==> config.mk <==
export PLATFORM = sky130hd
export DESIGN_NAME = tcsp_status
export DESIGN_NICKNAME = d
export VERILOG_FILES = /design/src/shared/tcsp_pkg.sv /design/src/core/tcsp_filter.sv /design/src/core/tcsp_status.sv
export VERILOG_INCLUDE_DIRS = /design/src /design/src/shared
export SDC_FILE = /design/constraint.sdc
export NUM_CORES = 1
export LEC_CHECK = 0
export BUFFER_PORTS_ARGS = -buffer_cell sky130_fd_sc_hd__buf_2
export CAP_MARGIN = 10
export CORE_MARGIN = 10
export CORE_UTILIZATION = 54
export DETAILED_ROUTE_END_ITERATION = 6
export GPL_TIMING_DRIVEN = 0
export PLACE_DENSITY = 0.77
export SLEW_MARGIN = 20
export SYNTH_ARGS = -nofsm -noshare
export SYNTH_HDL_FRONTEND = slang
export SYNTH_HIERARCHICAL = 1
export SYNTH_SLANG_ARGS = --single-unit
==> constraint.sdc <==
create_clock -name core_clk -period 1.8 [get_ports core_clk]
set_input_delay 0.36 -clock core_clk [delete_from_list [all_inputs] [get_ports core_clk]]
set_output_delay 0.36 -clock core_clk [all_outputs]
set_load 0.05 [all_outputs]
==> src/shared/tcsp_defs.svh <==
`ifndef TCSP_DEFS_SVH
`define TCSP_DEFS_SVH

// Output levels for the cable-mated and orientation outputs.
`define TCSP_MATED_NONE 1'h0
`define TCSP_MATED_BOTH 1'h1
`define TCSP_ORIENT_CC1 1'h0
`define TCSP_ORIENT_CC2 1'h1

// Reset values of the status outputs.
`define TCSP_RST_MATED 1'h0
`define TCSP_RST_ORIENT 1'h0
`define TCSP_RST_ALARM_N 1'h1
`define TCSP_RST_IRQ_N 1'h1

// Filter time for the analog detector levels, in nanoseconds.
`define TCSP_FILTER_NS 32
`define TCSP_CLK_NS 8
`define TCSP_FILTER_CYC ((`TCSP_FILTER_NS + `TCSP_CLK_NS - 1) / `TCSP_CLK_NS)

`endif

==> src/shared/tcsp_pkg.sv <==
package tcsp_pkg;

    typedef enum logic [1:0]
    {
        TCSP_MODE_OFF,
        TCSP_MODE_SOURCE,
        TCSP_MODE_SINK
    } tcsp_mode_t;

    typedef enum
    {
        TCSP_ST_DETACHED,
        TCSP_ST_ATTACHED
    } tcsp_state_t;

endpackage

==> src/core/tcsp_filter.sv <==
`timescale 1ns/1ns
`include "tcsp_defs.svh"

// Holds a level until the input has been steady for a number of cycles.
module tcsp_filter
#(
    parameter int CYCLES = `TCSP_FILTER_CYC
)
(
    input wire logic core_clk,
    input wire logic rst_n,
    input wire logic raw,
    output logic stable
);

    localparam int CW = $clog2(CYCLES + 1);
    logic [CW-1:0] count;

    always_ff @(posedge core_clk or negedge rst_n)
    begin
        if (!rst_n)
        begin
            count <= '0;
        end
        else if (raw == stable)
        begin
            count <= '0;
        end
        else
        begin
            count <= count + CW'(1);
        end
    end

    always_ff @(posedge core_clk or negedge rst_n)
    begin
        if (!rst_n)
        begin
            stable <= 1'b0;
        end
        else if (raw != stable && count >= CW'(CYCLES - 1))
        begin
            stable <= raw;
        end
    end

endmodule

==> src/core/tcsp_status.sv <==
`timescale 1ns/1ns
`include "tcsp_defs.svh"

module tcsp_status
#(
    parameter int FILTER_CYC = `TCSP_FILTER_CYC
)
(
    input wire logic core_clk,
    input wire logic rst_n,
    input wire tcsp_pkg::tcsp_mode_t mode,
    input wire logic cc1_rd_seen,
    input wire logic cc2_rd_seen,
    input wire logic cc1_rp_seen,
    input wire logic cc2_rp_seen,
    input wire logic cc1_above_cc2,
    input wire logic overcurrent_sensed,
    input wire logic port_power_switch_on,
    input wire logic irq_clear,
    output logic cable_mated,
    output logic orientation,
    output logic overcurrent_alarm_n,
    output logic power_switch_irq_source,
    output logic vbus_switch_enable,
    output logic irq_n
);

    logic [4:0] raw;
    logic [4:0] filt;
    tcsp_pkg::tcsp_state_t state;
    logic src_mode;
    logic snk_mode;
    logic src_attach;
    logic snk_attach;
    logic attach_now;
    logic next_orient;
    logic irq_pending;

    assign raw = {cc1_rd_seen, cc2_rd_seen, cc1_rp_seen, cc2_rp_seen,
        cc1_above_cc2};

    for (genvar i = 0; i < 5; i++)
    begin : g_filt
        tcsp_filter #(.CYCLES(FILTER_CYC)) u_filt
        (
            .core_clk(core_clk),
            .rst_n(rst_n),
            .raw(raw[i]),
            .stable(filt[i])
        );
    end

    assign src_mode = (mode == tcsp_pkg::TCSP_MODE_SOURCE);
    assign snk_mode = (mode == tcsp_pkg::TCSP_MODE_SINK);
    // Exactly one Rd seen means a sink sits at the far end.
    assign src_attach = src_mode && (filt[4] ^ filt[3]);
    assign snk_attach = snk_mode && (filt[2] | filt[1]);
    assign attach_now = src_attach || snk_attach;

    always_comb
    begin
        if (src_mode)
        begin
            next_orient = filt[4] ? `TCSP_ORIENT_CC1 : `TCSP_ORIENT_CC2;
        end
        else
        begin
            next_orient = filt[0] ? `TCSP_ORIENT_CC1 : `TCSP_ORIENT_CC2;
        end
    end

    // Attach tracking runs on its own, no host command involved.
    always_ff @(posedge core_clk or negedge rst_n)
    begin
        if (!rst_n)
        begin
            state <= tcsp_pkg::TCSP_ST_DETACHED;
        end
        else
        begin
            case (state)
                tcsp_pkg::TCSP_ST_DETACHED:
                begin
                    if (attach_now)
                    begin
                        state <= tcsp_pkg::TCSP_ST_ATTACHED;
                    end
                end
                tcsp_pkg::TCSP_ST_ATTACHED:
                begin
                    if (!attach_now)
                    begin
                        state <= tcsp_pkg::TCSP_ST_DETACHED;
                    end
                end
                default:
                begin
                    state <= tcsp_pkg::TCSP_ST_DETACHED;
                end
            endcase
        end
    end

    always_ff @(posedge core_clk or negedge rst_n)
    begin
        if (!rst_n)
        begin
            cable_mated <= `TCSP_RST_MATED;
        end
        else
        begin
            cable_mated <= attach_now ? `TCSP_MATED_BOTH
                : `TCSP_MATED_NONE;
        end
    end

    // Orientation is latched on attach and held while attached.
    always_ff @(posedge core_clk or negedge rst_n)
    begin
        if (!rst_n)
        begin
            orientation <= `TCSP_RST_ORIENT;
        end
        else if (!attach_now)
        begin
            orientation <= `TCSP_RST_ORIENT;
        end
        else if (state == tcsp_pkg::TCSP_ST_DETACHED)
        begin
            orientation <= next_orient;
        end
    end

    always_ff @(posedge core_clk or negedge rst_n)
    begin
        if (!rst_n)
        begin
            overcurrent_alarm_n <= `TCSP_RST_ALARM_N;
        end
        else
        begin
            overcurrent_alarm_n <= !(src_mode && overcurrent_sensed);
        end
    end

    always_ff @(posedge core_clk or negedge rst_n)
    begin
        if (!rst_n)
        begin
            power_switch_irq_source <= 1'b0;
        end
        else
        begin
            power_switch_irq_source <= src_mode && overcurrent_sensed;
        end
    end

    // Power is cut on the next clock edge after over-current is sensed.
    always_ff @(posedge core_clk or negedge rst_n)
    begin
        if (!rst_n)
        begin
            vbus_switch_enable <= 1'b0;
        end
        else
        begin
            vbus_switch_enable <= src_mode && port_power_switch_on
                && !overcurrent_sensed;
        end
    end

    // Sticky pending flag; a new event wins over a clear.
    always_ff @(posedge core_clk or negedge rst_n)
    begin
        if (!rst_n)
        begin
            irq_pending <= 1'b0;
        end
        else if (src_mode && overcurrent_sensed)
        begin
            irq_pending <= 1'b1;
        end
        else if (irq_clear)
        begin
            irq_pending <= 1'b0;
        end
    end

    assign irq_n = !irq_pending;

endmodule

==> impl_metrics.env, run 1 <==
export IMPL_synth_compound_area_share_pct=9.12
export IMPL_path_cells="ha_1 > ha_1 > a211oi_2 > mux2_2"
export IMPL_post_cts_resized=0
export IMPL_grtUsageMet1_pct=9.98
export IMPL_synth_top_area_share_pct=55.8
export IMPL_worstMarginPinSlew_ns=0.573
export IMPL_antenna_found_initial=0
export IMPL_gr_usage_all_layers_pct=9.28
export IMPL_hp_class="in -> async"
export IMPL_rows=16
export IMPL_path_clk_slew_ns=0.15
export IMPL_synth_fa_ha_area_share_pct=11.8
export IMPL_place_inst=131
export IMPL_power_total_uw=2010
export IMPL_numCtsBuffers=3
export IMPL_rsz0062_at_grt="no"
export IMPL_diodes=0
export IMPL_relSlewSlack_pct=61.8
export IMPL_synthesis_area_um2=1170
export IMPL_min_period_ns=1.51
export IMPL_ys_ff_latch=27
export IMPL_crit_top_cell="ha_1"
export IMPL_drc=0
export IMPL_cts_tree="built"
export IMPL_ctsRootBufferMaster="clkbuf_4"
export IMPL_ys_seq_area_share_pct=58.0
export IMPL_grt_pass1_wl_mm=3.17
export IMPL_synth_top_area_cell="dfrtp_1"
export IMPL_startpoint_type="register"
export IMPL_maxCapViolations=0
export IMPL_final_max_slew_violation_count=0
export IMPL_die_area_um2=4420
export IMPL_synth_cell_type_count=18
export IMPL_clock_path_buffers=2
export IMPL_detail_route_antenna_nets=0
export IMPL_use_met2_pct=14.5
export IMPL_die_w_um=66.5
export IMPL_setup_viol=0
export IMPL_crit_family="flip-flops"
export IMPL_wirelength_mm=1.78
export IMPL_nFillCells=158
export IMPL_drive_gt1_share_pct=31.5
export IMPL_via_count=693
export IMPL_first_pass_iters=4
export IMPL_area_growth_pct=12.8
export IMPL_netlist_instances=87
export IMPL_whs_ns=-0.00247
export IMPL_grt_max_degree=28
export IMPL_place_congestion=0.705
export IMPL_portBuffers=17
export IMPL_pin_count=18
export IMPL_synth_top_family_by_area="adder cells"
export IMPL_grt_pass1_vias=727
export IMPL_crit_type="reg -> reg"
export IMPL_syn_nets=110
export IMPL_cts_hold_repair_buffers=0
export IMPL_worstSkewPairLatency_ns=0.33
export IMPL_grt_busiest_layer="met2"
export IMPL_p_leak_uw=0.000633
export IMPL_htreeDepth=1
export IMPL_final_setup_skew_ns=0.0145
export IMPL_slowest_stage="dfrtp_1"
export IMPL_violations="negative hold slack"
export IMPL_coreArea_um2=2000
export IMPL_fmax_mhz=661
export IMPL_instances_no_fill=135
export IMPL_avgViaCountPerCell=5.13
export IMPL_dp_hpwl_mm=1.44
export IMPL_pre_cts_ws_ns=0.305
export IMPL_r2r_setup_slack_ns=0.29
export IMPL_drt_wirelength_per_cell_um=13.2
export IMPL_cp_required_ns=2.02
export IMPL_arrival_ns=1.73
export IMPL_setup_ws_ns=0.287
export IMPL_pwr_density_cell_nw_per_um2=1530
export IMPL_start_util_pct=58.2
export IMPL_post_cts_buffers=0
export IMPL_grt_use_met3_pct=6.02
export IMPL_clock_sinks=27
export IMPL_yosys_area_share_simple_pct=8.69
export IMPL_period_share_pct=84.0
export IMPL_cp_num_buf_inv=0
export IMPL_overflow=0
export IMPL_ir_worst_vdd_uv=854
export IMPL_synth_xor_area_share_pct=5.26
export IMPL_synth_avg_cell_area_um2=13.4
export IMPL_yosys_warnings=6
export IMPL_final_nets=132
export IMPL_mostFrequentLayoutCell="dfrtp_1"
export IMPL_muxShareOfSynthArea_pct=4.83
export IMPL_end_kind="register"
export IMPL_yosys_top_cells_area="dfrtp_1 (56%), ha_1 (12%), a211oi_2 (6.4%)"
export IMPL_finalSetupTns_ns=0
export IMPL_die_h_um=66.5
export IMPL_mostFrequentLayoutCells="dfrtp_1 (26), buf_2 (17), ha_1 (11), nor2_1 (10), inv_1 (7)"
export IMPL_status="complete, but fails checks"
export IMPL_crit_fanout=3
export IMPL_hold_violations=5
export IMPL_cp_slowest_stage_delay_ns=0.44
export IMPL_drt_iter0_drc=13
==> stage by stage <==
stage / hold slack (ns) / instance area, µm² / util, %
finish: -0.00247 / 1320 / 65.7
detailed placement: 0.389 / 1280 / 64.2
CTS: 0.0114 / 1320 / 65.7
global route: 0.00690 / 1320 / 65.7
floorplan: 0.0644 / 1170 / -
global placement: 0.383 / 1280 / 64.2
==> where the power goes <==
group | internal (µW) | switching, µW
logic | 377 | 361
registers | 832 | 177
clock network | 85.1 | 176
==> cells in the mapped netlist <==
| cell | n |
|---|---|
| nand2b_2 | 1 |
| mux2_2 | 5 |
| o21ai_1 | 1 |
| xor2_1 | 1 |
| and3b_1 | 1 |
| a22o_1 | 1 |
| nor2b_1 | 5 |
| nor2_1 | 10 |
| a211oi_2 | 6 |
| xnor2_1 | 6 |
| o21ai_0 | 1 |
| dfstp_2 | 1 |
| inv_1 | 7 |
| dfrtp_1 | 26 |
| nor3b_1 | 1 |
| nand3b_1 | 1 |
| o22ai_1 | 2 |
| ha_1 | 11 |
==> final timing paths <==
| kind | startpoint | endpoint | cells after the start |
|---|---|---|---|
| max reg2reg | g_filt[4].u_filt/count[0] | g_filt[4].u_filt/stable | 4 |
| min in group core_clk | irq_clear | irq_pending | 2 |
| max | g_filt[4].u_filt/count[0] | g_filt[4].u_filt/stable | 4 |
| min reg2reg | state[0] | state[0] | 1 |
| max in group asynchronous | rst_n | g_filt[4].u_filt/count[1] | 1 |
| min | rst_n | g_filt[2].u_filt/count[0] | 1 |
==> layout make-up <==
class,count,area (µm²),area share (%)
flip-flops and latches,27,677,51.5
multi-input cells,53,463,35.2
repair buffers,17,85.1,6.47
well taps,27,33.8,2.57
inverters,7,26.3,2.00
clock buffers,3,22.5,1.71
clock inverters,1,7.51,0.571
==> registers in the layout, indices dropped and copies added, names as in the netlist <==
name                     cells
state                        1
power_switch_irq_source      1
irq_pending                  1
g_filt.u_filt/count         15
vbus_switch_enable           1
cable_mated                  1
orientation                  1
overcurrent_alarm_n          1
g_filt.u_filt/stable         5
==> metal layers <==
layer	routed length (µm)	vias to the layer above
met3	195	4
met1	756	334
met2	798	18
li1	-	337
met5	0	-
met4	25	0
==> worst reg2reg max path, cell delays in order (launching register included) <==
cell and delay, ns:
dfrtp_1 0.44, ha_1 0.21, ha_1 0.19, a211oi_2 0.21, mux2_2 0.35
==> cell families (layout without fill, tap and decap cells) <==
kind of cell / Yosys count / count (layout)
DFF: 27 / 27
and+or+nand+nor: 19 / 19
adders and majority gates: 11 / 11
AOI/OAI and AO/OA: 11 / 11
xor gates and xnor gates: 7 / 7
buffers and inverters: 7 / 28
muxes: 5 / 5
Note: power is estimated with default switching activity, not from simulation.
==> run 2: changes to the inputs <==
ABC_AREA = 1   (was default)
CORE_UTILIZATION = 50   (was 54)
PLACE_DENSITY = 0.75   (was 0.77)
clock period = 1.34 ns   (was 1.8 ns; I/O delays follow)
==> run 2 against run 1 <==
Against the previous run:
- the flow now finishes without violations
- worst hold slack improved by 0.093 ns
- clock-buffer cell count is 1 higher
- register-to-register slack worse by 0.24 ns
- wire length grew 27%
- critical path type is now reg -> out
- critical endpoint is now overcurrent_alarm_n
==> impl_metrics.env, run 2 <==
export IMPL_cts_tree="built"
export IMPL_end_kind="output port"
export IMPL_die_h_um=70.2
export IMPL_ir_worst_vdd_uv=1240
export IMPL_diodes=0
export IMPL_synth_top_area_cell="dfrtp_1"
export IMPL_r2r_setup_slack_ns=0.05
export IMPL_period_share_pct=96.7
export IMPL_portBuffers=17
export IMPL_slowest_stage="dfstp_2"
export IMPL_grt_max_degree=28
export IMPL_synth_edf_count=0
export IMPL_area_growth_pct=15.0
export IMPL_drc=0
export IMPL_via_count=903
export IMPL_crit_type="reg -> out"
export IMPL_placed_cell_area_um2=1380
export IMPL_avgViaCountPerCell=4.63
export IMPL_grt_pass1_vias=960
export IMPL_endpoint="overcurrent_alarm_n"
export IMPL_numCtsBuffers=3
export IMPL_synth_most_common_cell="inv_1"
export IMPL_pre_cts_ws_ns=0.0707
export IMPL_min_period_ns=1.30
export IMPL_grt_pass1_wl_mm=4.05
export IMPL_ys_ff_latch=27
export IMPL_antenna_found_initial=0
export IMPL_hp_class="in -> reg"
export IMPL_final_setup_skew_ns=0.00372
export IMPL_overflow=0
export IMPL_mostFrequentLayoutCell="inv_1"
export IMPL_relSlewSlack_pct=60.4
export IMPL_fmax_mhz=771
export IMPL_r2r_end="state[0]"
export IMPL_final_cell_area_um2=1450
export IMPL_yosys_top_cells_area="dfrtp_1 (52%), ha_1 (11%), inv_1 (9.2%)"
export IMPL_final_nets=189
export IMPL_start_util_pct=51.8
export IMPL_gr_usage_all_layers_pct=9.83
export IMPL_wirelength_mm=2.26
export IMPL_nFillCells=215
export IMPL_synth_cell_type_count=16
export IMPL_syn_nets=164
export IMPL_first_pass_iters=4
export IMPL_yosys_warnings=6
export IMPL_synthesis_area_um2=1260
export IMPL_synth_avg_cell_area_um2=8.94
export IMPL_clock_sinks=27
export IMPL_top_register="g_filt.u_filt/count"
export IMPL_synth_top_area_share_pct=51.6
export IMPL_coreArea_um2=2430
export IMPL_ctsRootBufferMaster="clkbuf_4"
export IMPL_cp_required_ns=1.07
export IMPL_clock_path_buffers=2
export IMPL_htreeDepth=1
export IMPL_drive_gt1_share_pct=19.4
export IMPL_dp_hpwl_mm=1.74
export IMPL_rows=18
export IMPL_setup_ws_ns=0.0438
export IMPL_crit_fanout=1
export IMPL_crit_cells=1
export IMPL_worstMarginPinSlew_ns=0.593
export IMPL_final_max_slew_violation_count=0
export IMPL_status="finished, final reports clean"
export IMPL_netlist_instances=141
export IMPL_path_clk_slew_ns=0.14
export IMPL_r2r_start="g_filt[4].u_filt/stable"
export IMPL_reg_largest_list="g_filt.u_filt/count (15), g_filt.u_filt/stable (5)"
export IMPL_cp_startpoint="overcurrent_alarm_n"
export IMPL_drt_iter0_drc=35
export IMPL_place_congestion=0.766
export IMPL_arrival_ns=1.03
export IMPL_setup_viol=0
export IMPL_async_flop_share_pct=100
export IMPL_cp_num_buf_inv=1
export IMPL_pwr_density_cell_nw_per_um2=1940
export IMPL_ff2ff_path_depth=6
export IMPL_final_util_pct=59.6
export IMPL_detail_route_antenna_nets=0
export IMPL_cp_slowest_stage_delay_ns=0.56
export IMPL_worstSkewPairLatency_ns=0.32
export IMPL_die_w_um=70.2
export IMPL_path_cells="buf_6"
export IMPL_startpoint_type="register"
export IMPL_pin_count=18
export IMPL_power_total_uw=2810
export IMPL_drt_wirelength_per_cell_um=11.6
export IMPL_crit_family="flip-flops"
export IMPL_maxCapViolations=0
export IMPL_ys_seq_area_share_pct=53.7
export IMPL_hold_violations=0
export IMPL_yosys_top_cells_count="inv_1 (31), nand2_1 (29), dfrtp_1 (26), nor2_1 (22), ha_1 (11)"
export IMPL_mostFrequentLayoutCells="inv_1 (31), nand2_1 (29), dfrtp_1 (25), nor2_1 (22), buf_2 (16)"
export IMPL_die_area_um2=4930
export IMPL_largest_reg_flops=15
export IMPL_p_leak_uw=0.000849
export IMPL_synth_main_ff_cell="dfrtp_1"
run 2: kinds of logic (layout without fill, tap and decap cells):
family	after synthesis	in the layout	synth area share [%]
fa+ha+maj	11	11	10.9
buf+inv	33	57	9.83
simple gates	61	61	19.9
compound gates	3	3	1.49
flops	27	27	53.7
xor+xnor	6	6	4.17
run 2: worst min path at each step:
stage,startpoint,endpoint,slack (ns),cells past startpoint
4_1_cts,overcurrent_sensed,vbus_switch_enable,0.09,2
3_3_place_gp,rst_n,irq_pending,0.30,1
3_5_place_dp,rst_n,irq_pending,0.30,1
6_report,overcurrent_sensed,vbus_switch_enable,0.09,2
5_1_grt,overcurrent_sensed,vbus_switch_enable,0.09,2
2_1_floorplan,rst_n,cable_mated,-0.03,0
run 2: power by group:
| part | internal (µW) | switching, µW |
|---|---|---|
| clock network | 117 | 236 |
| logic | 463 | 674 |
| registers | 1110 | 212 |
| total | 1690 | 1120 |
run 2: cell type report:
class | count | area, µm² | area share, %
timing repair buffer | 20 | 116 | 8.03
sequential | 27 | 678 | 46.8
clock buffer | 4 | 26.3 | 1.81
multi-input combinational | 81 | 467 | 32.2
tap | 30 | 37.5 | 2.59
inverter | 33 | 124 | 8.55
run 2: stage by stage:
step / hold slack [ns] / setup TNS (ns) / cells
after floorplan: -0.0276 / 0 / 141
after global placement: 0.299 / 0 / 188
after detailed placement: 0.302 / 0 / 188
after CTS: 0.0854 / 0 / 193
after global routing: 0.0906 / -0.00212 / 195
final: 0.0904 / 0 / 195
run 2: per-layer routing:
metal	track usage (%)	share of wire, %
met3	3.11	6.2
met2	16.1	49
met5	0	0
met1	11.3	44
met4	4.61	0.53
run 2: worst reg2reg max path: cells and delay by family (launching register included):
family        cells  cell delay (ns)
fa+ha+maj         1             0.32
xor+xnor          1             0.17
simple gates      3             0.20
buf+inv           1             0.06
flops             1             0.46
run 2: repair_timing:
action | CTS | global route
endpoints found under the setup margin | 1 | 3
buffers inserted | 0 | 2
gates resized for setup | 1 | 4
hold buffers | 1 | 0
hold endpoints to repair | 26 | 0
==> run 3: changes to the inputs <==
PLACE_DENSITY = 0.72   (was 0.75)
==> run 3 against run 2 <==
Against the previous run:
- maximum frequency is 1.5% higher
- wire length down 4.3%
- register-to-register slack better by 0.04 ns
- total power up 1.1%
- design area up 1.6%
- non-clock buffer count up 3
- highest routed layer unchanged
==> impl_metrics.env, run 3 (same netlist as run 2, synthesis figures left out) <==
export IMPL_setup_viol=0
export IMPL_cp_num_buf_inv=1
export IMPL_path_clk_slew_ns=0.13
export IMPL_worstMarginPinSlew_ns=0.582
export IMPL_crit_fanout=1
export IMPL_min_period_ns=1.28
export IMPL_path_cells="buf_6"
export IMPL_fmax_mhz=783
export IMPL_cp_startpoint="overcurrent_alarm_n"
export IMPL_worstSkewPairLatency_ns=0.32
export IMPL_via_count=927
export IMPL_multi_input_area_um2=464
export IMPL_p_leak_uw=0.000869
export IMPL_final_nets=192
export IMPL_drive_gt1_share_pct=20.8
export IMPL_clock_path_buffers=2
export IMPL_startpoint_type="register"
export IMPL_first_pass_iters=4
export IMPL_pin_count=18
export IMPL_final_max_slew_violation_count=0
export IMPL_drt_wirelength_per_cell_um=10.9
export IMPL_grt_pass1_wl_mm=3.82
export IMPL_cp_required_ns=1.07
export IMPL_numCtsBuffers=3
export IMPL_pwr_density_cell_nw_per_um2=1930
export IMPL_dp_hpwl_mm=1.73
export IMPL_wirelength_mm=2.17
export IMPL_place_congestion=0.743
export IMPL_antenna_found_initial=0
export IMPL_top_register="g_filt.u_filt/count"
export IMPL_rows=18
export IMPL_relSlewSlack_pct=61.2
export IMPL_ir_worst_vdd_uv=1070
export IMPL_rsz0062_at_grt="yes"
export IMPL_r2r_start="g_filt[3].u_filt/count[0]"
export IMPL_avgViaCountPerCell=4.68
export IMPL_hp_class="in -> reg"
export IMPL_crit_type="reg -> out"
export IMPL_slowest_stage="dfstp_2"
export IMPL_maxCapViolations=0
export IMPL_start_util_pct=51.8
export IMPL_grt_max_degree=28
export IMPL_mostFrequentLayoutCell="inv_1"
export IMPL_final_setup_skew_ns=0.0118
export IMPL_portBuffers=17
export IMPL_drt_iter0_drc=37
export IMPL_place_inst=188
export IMPL_gr_usage_all_layers_pct=9.33
export IMPL_status="finished, final reports clean"
export IMPL_nFillCells=209
export IMPL_grt_pass1_vias=941
export IMPL_mostFrequentLayoutCells="inv_1 (31), nand2_1 (29), dfrtp_1 (25), nor2_1 (22), buf_2 (15)"
export IMPL_crit_family="flip-flops"
export IMPL_instances_no_fill=198
export IMPL_end_kind="output port"
export IMPL_largest_reg_flops=15
export IMPL_cts_tree="built"
export IMPL_arrival_ns=1.01
export IMPL_ctsRootBufferMaster="clkbuf_4"
export IMPL_area_growth_pct=16.9
export IMPL_hp_start="overcurrent_sensed"
export IMPL_cp_slowest_stage_delay_ns=0.55
export IMPL_reg_largest_list="g_filt.u_filt/count (15), g_filt.u_filt/stable (5)"
export IMPL_clock_sinks=27
export IMPL_die_area_um2=4930
export IMPL_htreeDepth=1
export IMPL_die_w_um=70.2
export IMPL_die_h_um=70.2
export IMPL_whs_ns=0.104
export IMPL_period_share_pct=95.3
export IMPL_drc=0
export IMPL_detail_route_antenna_nets=0
export IMPL_hold_violations=0
export IMPL_overflow=0
export IMPL_seq_area_um2=678
export IMPL_coreArea_um2=2430
export IMPL_r2r_setup_slack_ns=0.09
export IMPL_diodes=0
-- run 3: final cells by class --
class                   instances  share of cell area [%]
clock buffers                   3                    1.53
clock inverters                 1                   0.340
inverters                      33                    8.41
multi-input cells              81                    31.5
flip-flops and latches         27                    46.0
well taps                      30                    2.55
repair buffers                 23                    9.60
-- run 3: final timing paths --
| check | to | cells after the start |
|---|---|---|
| worst max-delay path | overcurrent_alarm_n | 1 |
| worst min-delay path | vbus_switch_enable | 2 |
| worst max register to register | g_filt[3].u_filt/stable | 6 |
| worst min register to register | g_filt[0].u_filt/count[0] | 1 |
| max in group asynchronous | g_filt[4].u_filt/stable | 2 |
| min in group asynchronous | g_filt[2].u_filt/stable | 2 |
-- run 3: per-stage QoR --
stage / worst slack, ns / area, µm² / setup TNS, ns / total power, µW / util (%)
floorplan: 0.157 / 1260 / 0 / 2130 / -
global placement: 0.102 / 1380 / 0 / 2310 / 56.8
detailed placement: 0.0828 / 1380 / 0 / 2410 / 56.8
CTS: 0.0101 / 1420 / 0 / 2770 / 58.5
global route: -0.0224 / 1470 / -0.0386 / 3150 / 60.5
finish: 0.0628 / 1470 / 0 / 2840 / 60.5
-- run 3: per-layer routing --
metal,routed length [µm],up-vias,track usage [%]
met4,12,0,3.95
met3,104,2,2.54
li1,-,473,-
met5,0,-,0
met2,1100,18,17.1
met1,951,434,9.62
-- run 3: power breakdown --
group | total [µW] | internal, µW | leakage, µW | switching, µW
logic | 1210 | 509 | 0.000513 | 697
registers | 1290 | 1110 | 0.000339 | 183
clock network | 345 | 112 | 0.0000177 | 233
total | 2840 | 1730 | 0.000869 | 1110
-- run 3: repair_timing --
item	in CTS	in global routing
pin swaps	0	1
cloned	0	0
hold buffers	1	0
endpoints found under the hold margin	26	0
resized for setup	1	4
buffers inserted	0	5
setup endpoints to repair	1	6
-- run 3: worst register-to-register path: cells and delay by family (launching register included) --
family	cells	cell delay [ns]
adders and majority gates	2	0.39
and+or+nand+nor	3	0.33
DFF	1	0.41
buffers and inverters	1	0.04
